**config.mk**
```make
export PLATFORM = sky130hd
export DESIGN_NAME = sslat_top
export DESIGN_NICKNAME = d
export VERILOG_FILES = /design/src/logic/sslat_fifo.v /design/src/logic/sslat_top.v
export VERILOG_INCLUDE_DIRS = /design/src /design/src/logic
export SDC_FILE = /design/constraint.sdc
export NUM_CORES = 1
export LEC_CHECK = 0
export BUFFER_PORTS_ARGS = -buffer_cell sky130_fd_sc_hd__clkbuf_2
export CORE_UTILIZATION = 49
export CTS_BUF_LIST = sky130_fd_sc_hd__clkbuf_16
export CTS_CLUSTER_DIAMETER = 200
export CTS_CLUSTER_SIZE = 24
export DETAILED_ROUTE_END_ITERATION = 12
export PLACE_DENSITY_LB_ADDON = 0.3
export SYNTH_ARGS = -nofsm -noshare
export SYNTH_HDL_FRONTEND = slang
export SYNTH_SLANG_ARGS = --single-unit
```
**constraint.sdc**
```tcl
create_clock -name clk -period 7.2 [get_ports clk]
set_input_delay 1.44 -clock clk [delete_from_list [all_inputs] [get_ports clk]]
set_output_delay 1.44 -clock clk [all_outputs]
set_load 0.02 [all_outputs]
```
**src/logic/sslat_regs.vh**
```
// constants for the serial shift latch driver
`ifndef SSLAT_REGS_VH
`define SSLAT_REGS_VH
`define SSLAT_CHANNELS 12
`define SSLAT_FIFO_WIDTH 1
`define SSLAT_FIFO_DEPTH 32
`define SSLAT_FIFO_AW 5
`define SSLAT_ZERO12 12'h000
`define SSLAT_FIFO_PTR_ONE 5'h01
`define SSLAT_FIFO_CNT_ONE 6'h01
`define SSLAT_FIFO_CNT_ZERO 6'h00
`define SSLAT_FIFO_CNT_FULL 6'h20
`endif

```
**src/logic/sslat_fifo.v**
```verilog
// small synchronous fifo with valid and ready on both sides
`default_nettype none
module sslat_fifo #(
	parameter WIDTH = 1,
	parameter DEPTH = 32,
	parameter AW    = 5
) (
	input  wire             clk,
	input  wire             rstSyncN,
	input  wire             clrN,
	input  wire [WIDTH-1:0] inData,
	input  wire             inValid,
	output wire             inReady,
	output reg  [WIDTH-1:0] outData,
	output wire             outValid,
	input  wire             outReady
);
`include "sslat_regs.vh"
	// ==========================================
	// storage and pointers
	reg  [WIDTH-1:0] mem [0:DEPTH-1];
	reg  [AW-1:0]    wrPtr_r;
	reg  [AW-1:0]    rdPtr_r;
	reg  [AW:0]      count_r;
	reg              outValid_r;
	wire             push;
	wire             pop;
	wire             haveWord;
	wire             take;

	assign haveWord = (count_r != `SSLAT_FIFO_CNT_ZERO);
	assign inReady  = (count_r != `SSLAT_FIFO_CNT_FULL);
	assign outValid = outValid_r;
	assign push     = inValid && inReady;
	// registered read port: refill when empty or consumed
	assign take     = haveWord && (!outValid_r || outReady);
	assign pop      = take;

	always @(posedge clk)
	begin
		if (push)
			mem[wrPtr_r] <= inData;
		if (take)
			outData <= mem[rdPtr_r];
	end

	always @(posedge clk or negedge rstSyncN)
	begin
		if (!rstSyncN)
		begin
			wrPtr_r    <= {AW{1'b0}};
			rdPtr_r    <= {AW{1'b0}};
			count_r    <= {(AW+1){1'b0}};
			outValid_r <= 1'b0;
		end
		else if (!clrN)
		begin
			wrPtr_r    <= {AW{1'b0}};
			rdPtr_r    <= {AW{1'b0}};
			count_r    <= {(AW+1){1'b0}};
			outValid_r <= 1'b0;
		end
		else
		begin
			if (push)
				wrPtr_r <= wrPtr_r + `SSLAT_FIFO_PTR_ONE;
			if (pop)
				rdPtr_r <= rdPtr_r + `SSLAT_FIFO_PTR_ONE;
			if (push && !pop)
				count_r <= count_r + `SSLAT_FIFO_CNT_ONE;
			else if (pop && !push)
				count_r <= count_r - `SSLAT_FIFO_CNT_ONE;
			if (take)
				outValid_r <= 1'b1;
			else if (outReady)
				outValid_r <= 1'b0;
		end
	end
endmodule
`default_nettype wire

```
**src/logic/sslat_top.v**
```verilog
// twelve channel serial shift register and latch with drain drivers
// Summary of operation
// twelve-stage serial shift register loads a twelve-bit storage latch
// shift on shift clock rise; latch loads on latch clock rise
// latch reaches output buffers only while clear_n is high
// drains change at the latch clock rise that loads new data
// clear_n low resets shift register, latch, fifo and outputs; pin synchronisers and edge history keep running
// host should pulse clear_n low at power-up or initialization
// cascade output updates on the falling edge of shift clock
// output enable high forces every buffer bit low, drains off
// output enable low lets buffers follow the latch directly
// buffer bit high turns its drain on; low leaves it off
// host may pulse output enable for global dimming
// over-temperature forces all outputs open until it clears
// cascade output presents the last shift register stage
// each drain maps one-to-one to one latch bit
`default_nettype none
`include "sslat_regs.vh"
module sslat_top (
	input  wire        clk,
	input  wire        rstn,
	input  wire        shiftClock,
	input  wire        latchClock,
	input  wire        clearN,
	input  wire        shiftDataIn,
	input  wire        outEnableN,
	input  wire        overTemp,
	output reg         cascadeDataOut,
	output reg  [11:0] drainOn,
	output reg         shiftStall
);
	// ==========================================
	// reset release
	reg rstMeta_r;
	reg rstSync_r;

	always @(posedge clk or negedge rstn)
	begin
		if (!rstn)
		begin
			rstMeta_r <= 1'b0;
			rstSync_r <= 1'b0;
		end
		else
		begin
			rstMeta_r <= 1'b1;
			rstSync_r <= rstMeta_r;
		end
	end

	// ==========================================
	// link pin synchronisers
	// the link clocks are sampled like data; edges are found below
	reg  [2:0] linkMeta_r;
	reg  [2:0] linkSync_r;
	reg        sckPrev_r;
	reg        lckPrev_r;

	always @(posedge clk or negedge rstSync_r)
	begin
		if (!rstSync_r)
		begin
			linkMeta_r <= 3'h0;
			linkSync_r <= 3'h0;
		end
		else
		begin
			linkMeta_r <= {shiftDataIn, latchClock, shiftClock};
			linkSync_r <= linkMeta_r;
		end
	end

	// ==========================================
	// level pin synchronisers
	reg  [2:0] levelMeta_r;
	reg  [2:0] levelSync_r;

	always @(posedge clk or negedge rstSync_r)
	begin
		if (!rstSync_r)
		begin
			levelMeta_r <= 3'h0;
			levelSync_r <= 3'h0;
		end
		else
		begin
			levelMeta_r <= {overTemp, outEnableN, clearN};
			levelSync_r <= levelMeta_r;
		end
	end

	wire sck    = linkSync_r[0];
	wire lck    = linkSync_r[1];
	wire sdi    = linkSync_r[2];
	wire clrN   = levelSync_r[0];
	wire oeN    = levelSync_r[1];
	wire hot    = levelSync_r[2];
	wire sckUp;
	wire sckDn;
	wire lckUp;

	// ==========================================
	// edge history of the sampled link clocks
	// reset to the idle low level so no false edge follows reset
	always @(posedge clk or negedge rstSync_r)
	begin
		if (!rstSync_r)
		begin
			sckPrev_r <= 1'b0;
			lckPrev_r <= 1'b0;
		end
		else
		begin
			sckPrev_r <= sck;
			lckPrev_r <= lck;
		end
	end

	// ==========================================
	// helpers shared by the edge detectors and the output gate
	function riseOf;
		input cur;
		input prev;
	begin
		riseOf = cur && !prev;
	end
	endfunction

	function fallOf;
		input cur;
		input prev;
	begin
		fallOf = !cur && prev;
	end
	endfunction

	// drains idle whenever output enable is high or the die is hot
	function [11:0] gateDrains;
		input [11:0] stored;
		input        offReq;
		input        tooHot;
	begin
		if (offReq || tooHot)
			gateDrains = `SSLAT_ZERO12;
		else
			gateDrains = stored;
	end
	endfunction

	assign sckUp = riseOf(sck, sckPrev_r);
	assign sckDn = fallOf(sck, sckPrev_r);
	assign lckUp = riseOf(lck, lckPrev_r);

	// ==========================================
	// input fifo between pin sampler and shift chain
	// the fifo decouples sampling from shifting; a stall here means
	// the shift clock outran the chain and a bit would be lost
	wire fifoInReady;
	wire fifoOutValid;
	wire fifoOutData;
	wire fifoOutReady;

	sslat_fifo #(
		.WIDTH (`SSLAT_FIFO_WIDTH),
		.DEPTH (`SSLAT_FIFO_DEPTH),
		.AW    (`SSLAT_FIFO_AW)
	) uFifo (
		.clk      (clk),
		.rstSyncN (rstSync_r),
		.clrN     (clrN),
		.inData   (sdi),
		.inValid  (sckUp),
		.inReady  (fifoInReady),
		.outData  (fifoOutData),
		.outValid (fifoOutValid),
		.outReady (fifoOutReady)
	);

	// ==========================================
	// bits sampled but not yet in the chain
	// the fifo holds a bit between memory and read register, so its
	// valid flag alone can drop for a cycle while a bit is queued
	reg  [5:0] inFlight_r;
	reg  [5:0] inFlight_nxt;
	wire       chainIdle;

	always @*
	begin
		inFlight_nxt = inFlight_r;
		if (sckUp && fifoInReady && !fifoOutValid)
			inFlight_nxt = inFlight_r + `SSLAT_FIFO_CNT_ONE;
		else if (fifoOutValid && !(sckUp && fifoInReady))
			inFlight_nxt = inFlight_r - `SSLAT_FIFO_CNT_ONE;
	end

	always @(posedge clk or negedge rstSync_r)
	begin
		if (!rstSync_r)
			inFlight_r <= `SSLAT_FIFO_CNT_ZERO;
		else if (!clrN)
			inFlight_r <= `SSLAT_FIFO_CNT_ZERO;
		else
			inFlight_r <= inFlight_nxt;
	end

	assign chainIdle = (inFlight_r == `SSLAT_FIFO_CNT_ZERO);

	// ==========================================
	// shift chain and storage latch
	reg  [11:0] shiftReg_r;
	reg  [11:0] shiftReg_nxt;
	reg  [11:0] latch_r;
	reg  [11:0] latch_nxt;
	reg         lastStage_r;
	reg         latchPend_r;
	reg         latchPend_nxt;

	// a latch edge waits for queued bits so it loads what was sent
	wire drainIdle = chainIdle && !fifoOutValid;
	assign fifoOutReady = 1'b1;

	always @*
	begin
		shiftReg_nxt = shiftReg_r;
		if (fifoOutValid)
			shiftReg_nxt = {shiftReg_r[10:0], fifoOutData};
	end

	always @*
	begin
		latch_nxt     = latch_r;
		latchPend_nxt = latchPend_r || lckUp;
		if (latchPend_nxt && drainIdle)
		begin
			latch_nxt     = shiftReg_r;
			latchPend_nxt = 1'b0;
		end
	end

	always @(posedge clk or negedge rstSync_r)
	begin
		if (!rstSync_r)
		begin
			shiftReg_r  <= `SSLAT_ZERO12;
			latch_r     <= `SSLAT_ZERO12;
			latchPend_r <= 1'b0;
			lastStage_r <= 1'b0;
		end
		else if (!clrN)
		begin
			shiftReg_r  <= `SSLAT_ZERO12;
			latch_r     <= `SSLAT_ZERO12;
			latchPend_r <= 1'b0;
			lastStage_r <= 1'b0;
		end
		else
		begin
			shiftReg_r  <= shiftReg_nxt;
			latch_r     <= latch_nxt;
			latchPend_r <= latchPend_nxt;
			lastStage_r <= shiftReg_nxt[11];
		end
	end

	// ==========================================
	// cascade output
	// moved on the fall so the next device samples a settled bit
	always @(posedge clk or negedge rstSync_r)
	begin
		if (!rstSync_r)
			cascadeDataOut <= 1'b0;
		else if (!clrN)
			cascadeDataOut <= 1'b0;
		else if (sckDn)
			cascadeDataOut <= lastStage_r;
	end

	// ==========================================
	// drain output buffers
	// drain bit high means transistor sinking current
	always @(posedge clk or negedge rstSync_r)
	begin
		if (!rstSync_r)
			drainOn <= `SSLAT_ZERO12;
		else if (!clrN)
			drainOn <= `SSLAT_ZERO12;
		else
			drainOn <= gateDrains(latch_nxt, oeN, hot);
	end

	// ==========================================
	// overflow indication
	// follows fifo full; edges push at most every other cycle and the chain takes a bit each cycle, so it never sets
	always @(posedge clk or negedge rstSync_r)
	begin
		if (!rstSync_r)
			shiftStall <= 1'b0;
		else if (!clrN)
			shiftStall <= 1'b0;
		else
			shiftStall <= !fifoInReady;
	end
endmodule
`default_nettype wire

```
Yosys cells after proc, flatten, opt, wreduce, memory -nomap -nowiden. Memories as Yosys holds them, arrays and structs flattened. A register that Yosys moved wholly into a read port is not among the register bits. Index checks and enable logic that the tools add are counted. W data, S select, Z words.

Output and inout bits: 14. Bits in registers: 79. Memories: 1. Memory bits (writable): 32. ROM bits: 0. Bits of input ports: 8. Logic and storage cells: 82. Latch bits: 0.

Multiply operators: 0. Bitwise operators: 0. Eq/ne operators: 7. Reductions and logical operators: 21. Add/subtract/negate cells: 6. Div/mod/pow operators: 0. Shift operators: 0. Multiplexer cells: 26. Order comparisons: 0.

Memories: uFifo.mem (depth 32, bits a word 1, rd ports 1, clocked after Yosys merged registers in 1, wr ports 1, RTL line sslat_fifo.v:21) `reg [WIDTH-1:0] mem [0:DEPTH-1];`.

Operators by type and width (count): $mux W12 (6); $mux W6 (6); $mux W5 (4); $add A6 B1 Y6 const B (2); $sub A6 B1 Y6 const B (2); $add A5 B1 Y5 const B (2); $logic_and A1 B1 Y1 (10); $mux W1 (10); $ne A2 B1 Y1 const B (4); $logic_not A1 Y1 (7); $logic_not A6 Y1 (1); $ne A3 B1 Y1 const B (2); $ne A6 B6 Y1 const B (1); $reduce_bool A6 Y1 (1); $logic_or A1 B1 Y1 (2).

Longest topological paths before layout. Gate-level depths: netlist (run 1).

Depth in word-level cells: 8. Depth in mapped cells: 9. Gate-level depth less buffers: 8.

Modules after synthesis. From an unflattened synthesis (run 1), not the netlist that was laid out.

Cell total of the unflattened synthesis: 407. Area, all modules: 5062.4 um2.

By module, submodules not included: sslat_fifo (cells an instance 218, sequential area each 1416.4 um2, times used 1, area each 2596.2 um2); sslat_top (cells an instance 189, sequential area each 1526.5 um2, times used 1, area each 2466.1 um2).

Worst setup path before layout (run 1). Ideal clock, no wire load.

Path kind: reg2reg. Start point: register uFifo.count_r[4]. End point: register inFlight_r[5]. Clock period less this slack: 2783 ps. Data arrival time: 2712 ps. Buffers on the path: 1. Path slack: 4417 ps. Data required time: 7130 ps. Cell stages (with the launch flop): 9. Setup time: 70 ps. Cells stage by stage: dfrtp_1 > clkbuf_1 > or4b_4 > o21ai_2 > ha_1 > a211o_1 > a211o_1 > a2111o_1 > nand4_1.

Word-level cells in the longest chain between the ends: 5. Elaborated cells on any way between the ends: 8. Classes of those cells: 2 x eq/ne; 2 x mux; 4 x reduce/logical.

Ends and longest elaborated chain: from (decl) (RTL line sslat_fifo.v:24) `reg [AW:0] count_r;`; from (signal assigned) (RTL line sslat_fifo.v:53) `count_r <= {(AW+1){1'b0}};`; from (signal assigned) (RTL line sslat_fifo.v:60) `count_r <= {(AW+1){1'b0}};`; from (signal assigned) (RTL line sslat_fifo.v:70) `` count_r <= count_r + `SSLAT_FIFO_CNT_ONE; ``; $ne A6 B6 Y1 (no source line) (*); $logic_and A1 B1 Y1 (*) (RTL line sslat_top.v:190, sslat_top.v:192); $logic_not A1 Y1 or $logic_and A1 B1 Y1 (tied branches) (RTL line sslat_top.v:192, sslat_top.v:190); $logic_and A1 B1 Y1 or $mux W6 (tied branches) (RTL line sslat_top.v:192, sslat_top.v:190); $ne A3 B1 Y1 (no source line) or $mux W6 (tied branches); to (signal assigned) (RTL line sslat_top.v:199) `` inFlight_r <= `SSLAT_FIFO_CNT_ZERO; ``; to (signal assigned) (RTL line sslat_top.v:201) `` inFlight_r <= `SSLAT_FIFO_CNT_ZERO; ``; to (signal assigned) (RTL line sslat_top.v:203) `inFlight_r <= inFlight_nxt;`; to (decl) (RTL line sslat_top.v:183) `reg [5:0] inFlight_r;`.

Mark *: on every way between the ends. The rest lies on a longest branch, timed or not. A chain may end at the register's enable or synchronous reset.

Worst setup path after layout (run 1).
Start point: register uFifo.count_r[0]. End point: register uFifo.count_r[5].

Word-level cells in the longest chain between the ends: 5. Elaborated cells on any way between the ends: 13. Classes of those cells: 2 x add/sub; 2 x eq/ne; 3 x mux; 6 x reduce/logical.

Ends and longest elaborated chain: parallel branches: the longest is 5 deep, another holds $sub A6 B1 Y6.

Parallel ways; which one is timed is not known. The select of a mux whose other input is x is not followed.

==> impl_metrics.yaml, run 1 <==
clock_network:
  clk_pin_slew_worst_paths_ps: 70
  cts.sinks: 111
  cts_setup_buffers: 0
  ctsRootBufferMaster: "clkbuf_16"
  cts_tree: "yes"
  cts.path.max_buffers: 2
  h-tree-depth: 3
  numCtsBuffers: 9
  cts_resized: 0
  ctsHoldBuffers: 0
  worstSkewPairLatency_ps: 350
route:
  via_per_inst: 5.387
  drc: 0
  dr.first_iter.drc_count: 241
  wl_per_cell_um: 15.16
  routed_wl_mm: 8.264
  vias: 2936
  dr.pass1.iters: 4
  antenna_left: 0
timing:
  final_hold_viol_count: 0
  finalCriticalPeriod_ps: 3060
  worst_pin_slew_ps: 978.4
  finalSetupViolations: 0
  rsz0062_at_grt: "no"
  finalSetupTns_ps: 0
  fin_skew_ps: 7.565
  hold_slack_ps: 344.3
  final_max_slew_viol_count: 0
  fin_crit_sh_pct: 42.49
  max_freq_ghz: 0.3269
  slew_headroom_pct: 34.77
critical_path:
  crit_arrival_ps: 3320
  rr_worst_depth: 8
  critPathMaxFanout: 11
  cp.required_ps: 7470
  startpoint_type: "register"
  critical_path_class: "register to register"
  end_kind: "register"
floorplanning:
  die_area_sq_um: 10360
  ios: 22
  row_count: 36
  die-width_um: 101.8
  coreArea_sq_um: 9729
  die_y_um: 101.8
  start_util_pct: 50.17
yosys:
  yosysSeqAreaShare_pct: 60.29
  synth_seq_cells: 111
  netlist_instances: 393
  avgSynthCellArea_sq_um: 12.42
  synthArstFlopShare_pct: 70.27
  synth_cell_types: 54
  synth_top_flop_cell: "dfrtp_1"
  netlist_area_sq_um: 4881
  synth_edf_count: 33
  yosys_warnings: 0
  synthesis.nets: 415
placement:
  port_buffers: 21
  gp_congestion: 0.8855
  hpwl_mm: 5.313
cells_and_area:
  nets: 430
  drive_gt1_share_pct: 15.05
  area_delta_synth_final_pct: 9.690
  antennaDiodeCount: 0
global_route:
  grt_pass1_vias: 2805
  grt_max_degree: 77
  antenna_found_initial: 0
  grt-ovfl-total: 0
  grt_pass1_wl_mm: 13.88
  grt_use_total_pct: 17.93
run:
  cap_violations: 0
power_and_ir_drop:
  ir_drop_v: 0.0001629
  power_density_nw_per_um2: 301.2
  leakage_uw: 0.002300
status:
  status: "completed"
hold_path:
  worstHoldPathType: "register to register"
  hold_depth: 0
==> worst paths after layout <==
path,from,end,slack [ps]
max in group asynchronous,rstSync_r,drainOn[9],6060
worst min register to register,linkMeta_r[0],linkSync_r[0],340
worst max-delay path,uFifo.count_r[0],uFifo.count_r[5],4140
min in group asynchronous,rstSync_r,linkMeta_r[2],490
worst max register to register,uFifo.count_r[0],uFifo.count_r[5],4140
worst min-delay path,linkMeta_r[0],linkSync_r[0],340
==> power breakdown <==
group	switching [uW]	leakage [uW]	internal, uW
logic	182	0.000835	194
clock network	214	0.000134	232
registers	93.7	0.00133	697
==> sequential cells by signal (all words and copies together) (netlist names), 5 cells and up <==
register,cells
latch_r,12
uFifo.mem,32
shiftReg_r,12
inFlight_r,6
uFifo.rdPtr_r,5
uFifo.wrPtr_r,5
uFifo.count_r,6
drainOn,12
==> synth_stat cells, drive strengths merged, types with 3 or more instances <==
library cell | number | share of area [%]
nand4 | 3 | 0.38
nor2 | 83 | 6.4
o211ai | 3 | 0.56
inv | 9 | 0.69
o21ai | 11 | 1.2
nand2 | 8 | 0.62
ha | 13 | 3.3
mux2i | 29 | 5.9
xnor2 | 5 | 0.90
dfrtp | 78 | 40
mux2 | 5 | 1.2
or3 | 4 | 0.51
clkbuf | 10 | 0.77
nand3 | 7 | 0.72
or2 | 3 | 0.38
nand2b | 3 | 0.38
a211o | 3 | 0.54
nor2b | 3 | 0.38
a21oi | 8 | 0.82
o21a | 7 | 1.1
a21o | 3 | 0.46
a211oi | 5 | 0.77
buf | 9 | 0.82
mux4 | 9 | 4.2
nor3 | 8 | 1.1
edfxtp | 33 | 20
==> logic make-up after synthesis <==
kind of cell / count (synthesis) / share of synthesized area, %
AND/OR/NAND/NOR: 135 / 12.97
flip-flops: 111 / 60.29
AO/OA/AOI/OAI: 54 / 8.126
multiplexers: 43 / 11.25
buffers and inverters: 28 / 2.281
adder cells (fa/ha/maj): 14 / 3.743
XOR/XNOR: 7 / 1.256
other: 1 / 0.07683
==> worst max-delay path: stages (launching register included) <==
cell and delay (ps):
dfrtp_1 490, or4_1 660, nor3_4 380, nand2_1 210
ha_1 370, a211oi_1 380, o2111a_1 260, a211oi_1 50
o22ai_1 180
==> stage by stage <==
step	power, uW	cell area, sq um	worst slack [ps]	util, %	instances
6_report	1613	5354	4141	55.03	545
5_1_grt	1710	5354	3909	55.03	545
4_1_cts	1630	5354	4147	55.03	545
3_5_place_dp	1180	5094	4156	52.35	530
3_3_place_gp	1165	5094	4301	52.35	530
2_1_floorplan	1106	4881	4417	-	393
==> cell type report <==
| cell class | count | area, sq um |
|---|---|---|
| clock inverter | 6 | 35.03 |
| fill | 847 | 4375 |
| sequential | 111 | 2947 |
| clock buffer | 9 | 225.2 |
| timing repair buffer | 23 | 120.1 |
| multi-input combinational | 254 | 1827 |
| tap | 133 | 166.4 |
| inverter | 9 | 33.78 |
==> placed cells by master, fill, tap and decap left out, types with 7 or more instances in the layout <==
cell       count
o21ai_0       10
nor3_1         7
clkbuf_2      21
dfrtp_1       77
a21oi_1        8
mux2i_1       29
nand3_1        7
nor2_1        83
nand2_1        8
ha_1          13
clkbuf_16      9
inv_1          9
edfxtp_1      33
mux4_2         9
o21a_1         7
==> layer usage <==
metal | part of all wire, % | track usage [%]
met2 | 48 | 27.55
met1 | 46 | 24.51
met5 | 0 | 0
met3 | 3.9 | 4.762
met4 | 1.6 | 6.689
Note: power is estimated with default switching activity, not from simulation.
==> run 2: changes to the inputs <==
==> constraint.sdc (replaced) <==
create_clock -name clk -period 3.2 [get_ports clk]
set_input_delay 0.64 -clock clk [delete_from_list [all_inputs] [get_ports clk]]
set_output_delay 0.64 -clock clk [all_outputs]
set_load 0.02 [all_outputs]
==> impl_metrics.yaml, run 2 (synthesis results as in run 1) <==
placement:
  port_buffers: 21
  dpl_cell_area_sq_um: 5131
  hpwl_mm: 5.721
  gp_congestion: 0.8379
timing:
  finalSetupViolations: 0
  final_hold_viol_count: 0
  worst_pin_slew_ps: 975.2
  final_max_slew_viol_count: 0
  fin_crit_sh_pct: 87.36
  slew_headroom_pct: 34.99
  finalSetupTns_ps: 0
  rsz0062_at_grt: "no"
  finalCriticalPeriod_ps: 2796
  max_freq_ghz: 0.3577
  fin_skew_ps: 13.12
cells_and_area:
  final_area_sq_um: 5403
  fillers: 832
  nets: 435
  final_common_cell: "nor2_1"
  largest_register: "uFifo.mem"
  largest_reg_flops: 32
  area_delta_synth_final_pct: 10.69
  drive_gt1_share_pct: 16.31
  antennaDiodeCount: 0
  layout_common_cells: "83 x nor2_1, 77 x dfrtp_1, 33 x edfxtp_1"
route:
  drc: 0
  wl_met3_um: 294
  wl_per_cell_um: 15.60
  top_layer_used: "met4"
  met1Wirelength_mm: 3.911
  wl_met2_mm: 4.323
  via_per_inst: 5.518
  dr.first_iter.drc_count: 131
  routed_wl_mm: 8.581
  antenna_left: 0
  dr.pass1.iters: 4
  vias: 3035
critical_path:
  startpoint_type: "register"
  reg2reg_from: "uFifo.count_r[0]"
  rr_worst_depth: 8
  critical_path_class: "register to register"
  end_kind: "register"
  crit_arrival_ps: 3050
  cp.required_ps: 3450
  crit_end: "uFifo.count_r[5]"
  critPathMaxFanout: 11
  ff2ff_setup_slack_ps: 400
  critPathLaunch: "uFifo.count_r[0]"
  r2r_end: "uFifo.count_r[5]"
clock_network:
  cts_setup_buffers: 0
  h-tree-depth: 3
  ctsHoldBuffers: 0
  cts_resized: 0
  cts_tree: "yes"
  worstSkewPairLatency_ps: 340
  cts.sinks: 111
  ctsRootBufferMaster: "clkbuf_16"
  numCtsBuffers: 9
  cts.path.max_buffers: 2
  clk_pin_slew_worst_paths_ps: 70
global_route:
  grt_pass1_wl_mm: 14.53
  grt-ovfl-total: 0
  antenna_found_initial: 0
  grt_pass1_vias: 3017
  grt_max_degree: 77
  grt_use_total_pct: 18.23
power_and_ir_drop:
  power_density_nw_per_um2: 683.2
  leakage_uw: 0.002323
  ir_drop_v: 0.0002795
floorplanning:
  ios: 22
  die_y_um: 101.8
  die_area_sq_um: 10360
  row_count: 36
  coreArea_sq_um: 9729
  die-width_um: 101.8
  start_util_pct: 50.17
run:
  cap_violations: 0
hold_path:
  worstHoldPathType: "primary input to async pin"
status:
  status: "completed"
run 2: critical path, cell delays in order (launching register included):
cell      delay [ps]
dfrtp_1          490
or4_1            680
nor3_4           180
nand2_1          150
ha_1             380
a211oi_1         370
o2111a_1         250
a211oi_1          50
o22ai_1          170
run 2: per-stage QoR:
step / hold slack, ps / util [%] / setup WS, ps / std cells / power, uW
3_5_place_dp: 336.4 / 52.74 / 429.3 / 535 / 2694
4_1_cts: 64.81 / 55.53 / 414.2 / 550 / 3727
5_1_grt: 67.96 / 55.53 / 227.1 / 550 / 3895
3_3_place_gp: 332.7 / 52.74 / 547.1 / 535 / 2650
2_1_floorplan: 331.2 / - / 417.3 / 393 / 2488
6_report: 74.19 / 55.53 / 404.4 / 550 / 3691
run 2: worst min-delay path by stage:
| stage | from | end | cells past startpoint |
|---|---|---|---|
| 2_1_floorplan | levelMeta_r[0] | levelSync_r[0] | 0 |
| 3_3_place_gp | linkMeta_r[2] | linkSync_r[2] | 0 |
| 3_5_place_dp | levelMeta_r[0] | levelSync_r[0] | 0 |
| 4_1_cts | rstn | rstSync_r | 1 |
| 5_1_grt | rstn | rstSync_r | 1 |
| 6_report | rstn | rstMeta_r | 1 |
run 2: report_power, final:
| part | switching [uW] | internal [uW] |
|---|---|---|
| clock network | 493 | 529 |
| registers | 166 | 1570 |
| logic | 474 | 460 |
run 2: final cells by class:
cell class              count  area, sq um  area share [%]
flip-flops and latches    111         2947           54.54
multi-input cells         254         1827           33.81
clock buffers               9        225.2           4.169
well taps                 133        166.4           3.080
repair buffers             28        157.7           2.918
clock inverters             6        46.29          0.8569
inverters                   9        33.78          0.6253
run 2: layer usage:
metal / vias up / GRT usage (%)
met5: - / 0
li1: 1432 / -
met4: 0 / 5.351
met3: 4 / 4.279
met2: 58 / 31.24
met1: 1541 / 23.02
==> run 3: changes to the inputs <==
--- a/config.mk
+++ b/config.mk
@@ -7,11 +7,13 @@
 export NUM_CORES = 1
 export LEC_CHECK = 0
 export BUFFER_PORTS_ARGS = -buffer_cell sky130_fd_sc_hd__clkbuf_2
+export CAP_MARGIN = 20
 export CORE_UTILIZATION = 49
 export CTS_BUF_LIST = sky130_fd_sc_hd__clkbuf_16
 export CTS_CLUSTER_DIAMETER = 200
 export CTS_CLUSTER_SIZE = 24
 export DETAILED_ROUTE_END_ITERATION = 12
+export GPL_TIMING_DRIVEN = 1
 export PLACE_DENSITY_LB_ADDON = 0.3
 export SYNTH_ARGS = -nofsm -noshare
 export SYNTH_HDL_FRONTEND = slang
==> constraint.sdc (replaced) <==
create_clock -name clk -period 3.1 [get_ports clk]
set_input_delay 0.62 -clock clk [delete_from_list [all_inputs] [get_ports clk]]
set_output_delay 0.62 -clock clk [all_outputs]
set_load 0.02 [all_outputs]
==> impl_metrics.yaml, run 3 (synthesis results as in run 1) <==
timing:
  worst_pin_slew_ps: 952.8
  finalCriticalPeriod_ps: 2813
  setup_ws_ps: 287.1
  fin_crit_sh_pct: 90.74
  slew_headroom_pct: 36.48
  final_hold_viol_count: 0
  finalSetupViolations: 0
  rsz0062_at_grt: "no"
  final_max_slew_viol_count: 0
  max_freq_ghz: 0.3555
  fin_skew_ps: 6.388
  finalSetupTns_ps: 0
route:
  via_per_inst: 5.487
  routed_wl_mm: 8.462
  drc: 0
  dr.pass1.iters: 4
  antenna_left: 0
  vias: 3018
  wl_per_cell_um: 15.39
  dr.first_iter.drc_count: 204
global_route:
  grt_pass1_vias: 3049
  top_usage_layer: "met2"
  grt_use_total_pct: 18.42
  antenna_found_initial: 0
  gr-usage-met3_pct: 3.244
  grt_pass1_wl_mm: 14.48
  grt-ovfl-total: 0
  gr-usage-met2_pct: 31.39
  grt_use_met1_pct: 23.03
  grt_max_degree: 77
critical_path:
  worstPathCellList: "or4_1 -> nor3_4 -> nand2_1 -> ha_1 -> a211oi_1 -> o2111a_1 -> a211oi_1 -> o22ai_1"
  critical_path_class: "register to register"
  cp_num_buf_inv: 0
  end_kind: "register"
  critPathMaxStageDelay_ps: 680
  ff2ff_setup_slack_ps: 290
  cp.required_ps: 3360
  startpoint_type: "register"
  critPathMaxFanout: 11
  crit_slowest_cell: "or4_1"
  crit_arrival_ps: 3070
  crit_family: "simple AND/OR/NAND/NOR gates"
  rr_worst_depth: 8
  reg2reg_from: "uFifo.count_r[0]"
  critPathMostFrequentCell: "a211oi_1"
  r2r_end: "uFifo.count_r[5]"
floorplanning:
  ios: 22
  die-width_um: 101.8
  die_area_sq_um: 10360
  start_util_pct: 50.17
  coreArea_sq_um: 9729
  row_count: 36
  die_y_um: 101.8
power_and_ir_drop:
  leakage_uw: 0.002333
  ir_drop_v: 0.0002962
  power_density_nw_per_um2: 718.1
hold_path:
  worstHoldPathType: "primary input to async pin"
placement:
  gp_congestion: 0.8849
  port_buffers: 21
  hpwl_mm: 5.560
  pre_cts_ws_ps: 379.5
cells_and_area:
  multi_input_area_sq_um: 1827
  antennaDiodeCount: 0
  final_common_cell: "nor2_1"
  layout_common_cells: "83 x nor2_1, 77 x dfrtp_1, 33 x edfxtp_1"
  fillers: 825
  nets: 434
  drive_gt1_share_pct: 16.31
  seq_area_sq_um: 2947
  area_delta_synth_final_pct: 11.00
  largest_reg_flops: 32
  largest_register: "uFifo.mem"
clock_network:
  cts.sinks: 111
  h-tree-depth: 3
  cts_setup_buffers: 0
  cts.path.max_buffers: 2
  worstSkewPairLatency_ps: 350
  ctsRootBufferMaster: "clkbuf_16"
  ctsHoldBuffers: 0
  clk_pin_slew_worst_paths_ps: 80
  cts_tree: "yes"
  numCtsBuffers: 9
  cts_resized: 0
status:
  status: "completed"
run:
  cap_violations: 0
run 3: area by class of cell:
| class | count | share of cell area, % |
|---|---|---|
| Sequential cell | 111 | 54.39 |
| Multi-Input combinational cell | 254 | 33.72 |
| Clock buffer | 9 | 4.157 |
| Tap cell | 133 | 3.072 |
| Timing Repair Buffer | 27 | 2.771 |
| Clock inverter | 7 | 1.270 |
| Inverter | 9 | 0.6236 |
run 3: metrics by stage:
stage	cells	util (%)	instance area (sq um)	total power, uW	hold slack, ps
after detailed placement	534	52.66	5124	2779	334.7
after global placement	534	52.66	5124	2737	333.2
after floorplan	393	-	4881	2569	324.4
after CTS	550	55.68	5418	3921	30.44
final	550	55.68	5418	3890	38.82
after global routing	550	55.68	5418	4100	18.03
run 3: worst max path at each step:
stage	start	end	slack, ps	cells after the start
after floorplan	uFifo.count_r[4]	inFlight_r[5]	320	8
after global placement	uFifo.count_r[0]	uFifo.count_r[5]	460	8
after detailed placement	uFifo.count_r[0]	uFifo.count_r[3]	380	8
after CTS	uFifo.count_r[0]	uFifo.count_r[5]	340	8
after global routing	uFifo.count_r[0]	uFifo.count_r[5]	110	8
final	uFifo.count_r[0]	uFifo.count_r[5]	290	8
run 3: metal layers:
metal	part of all wire (%)	vias up
li1	-	1442
met1	46	1512
met2	49	54
met3	3.5	10
met4	1.4	0
met5	0	-
run 3: worst reg2reg max path: stages, from the launching register on:
cell,delay [ps]
dfrtp_1,490
or4_1,680
nor3_4,170
nand2_1,140
ha_1,370
a211oi_1,380
o2111a_1,250
a211oi_1,50
o22ai_1,200
run 3: power by group:
part	leakage, uW	switching, uW	internal (uW)
sequential	0.00133	173	1620
clock	0.000147	561	573
combinational	0.000854	490	473
total	0.00233	1230	2670
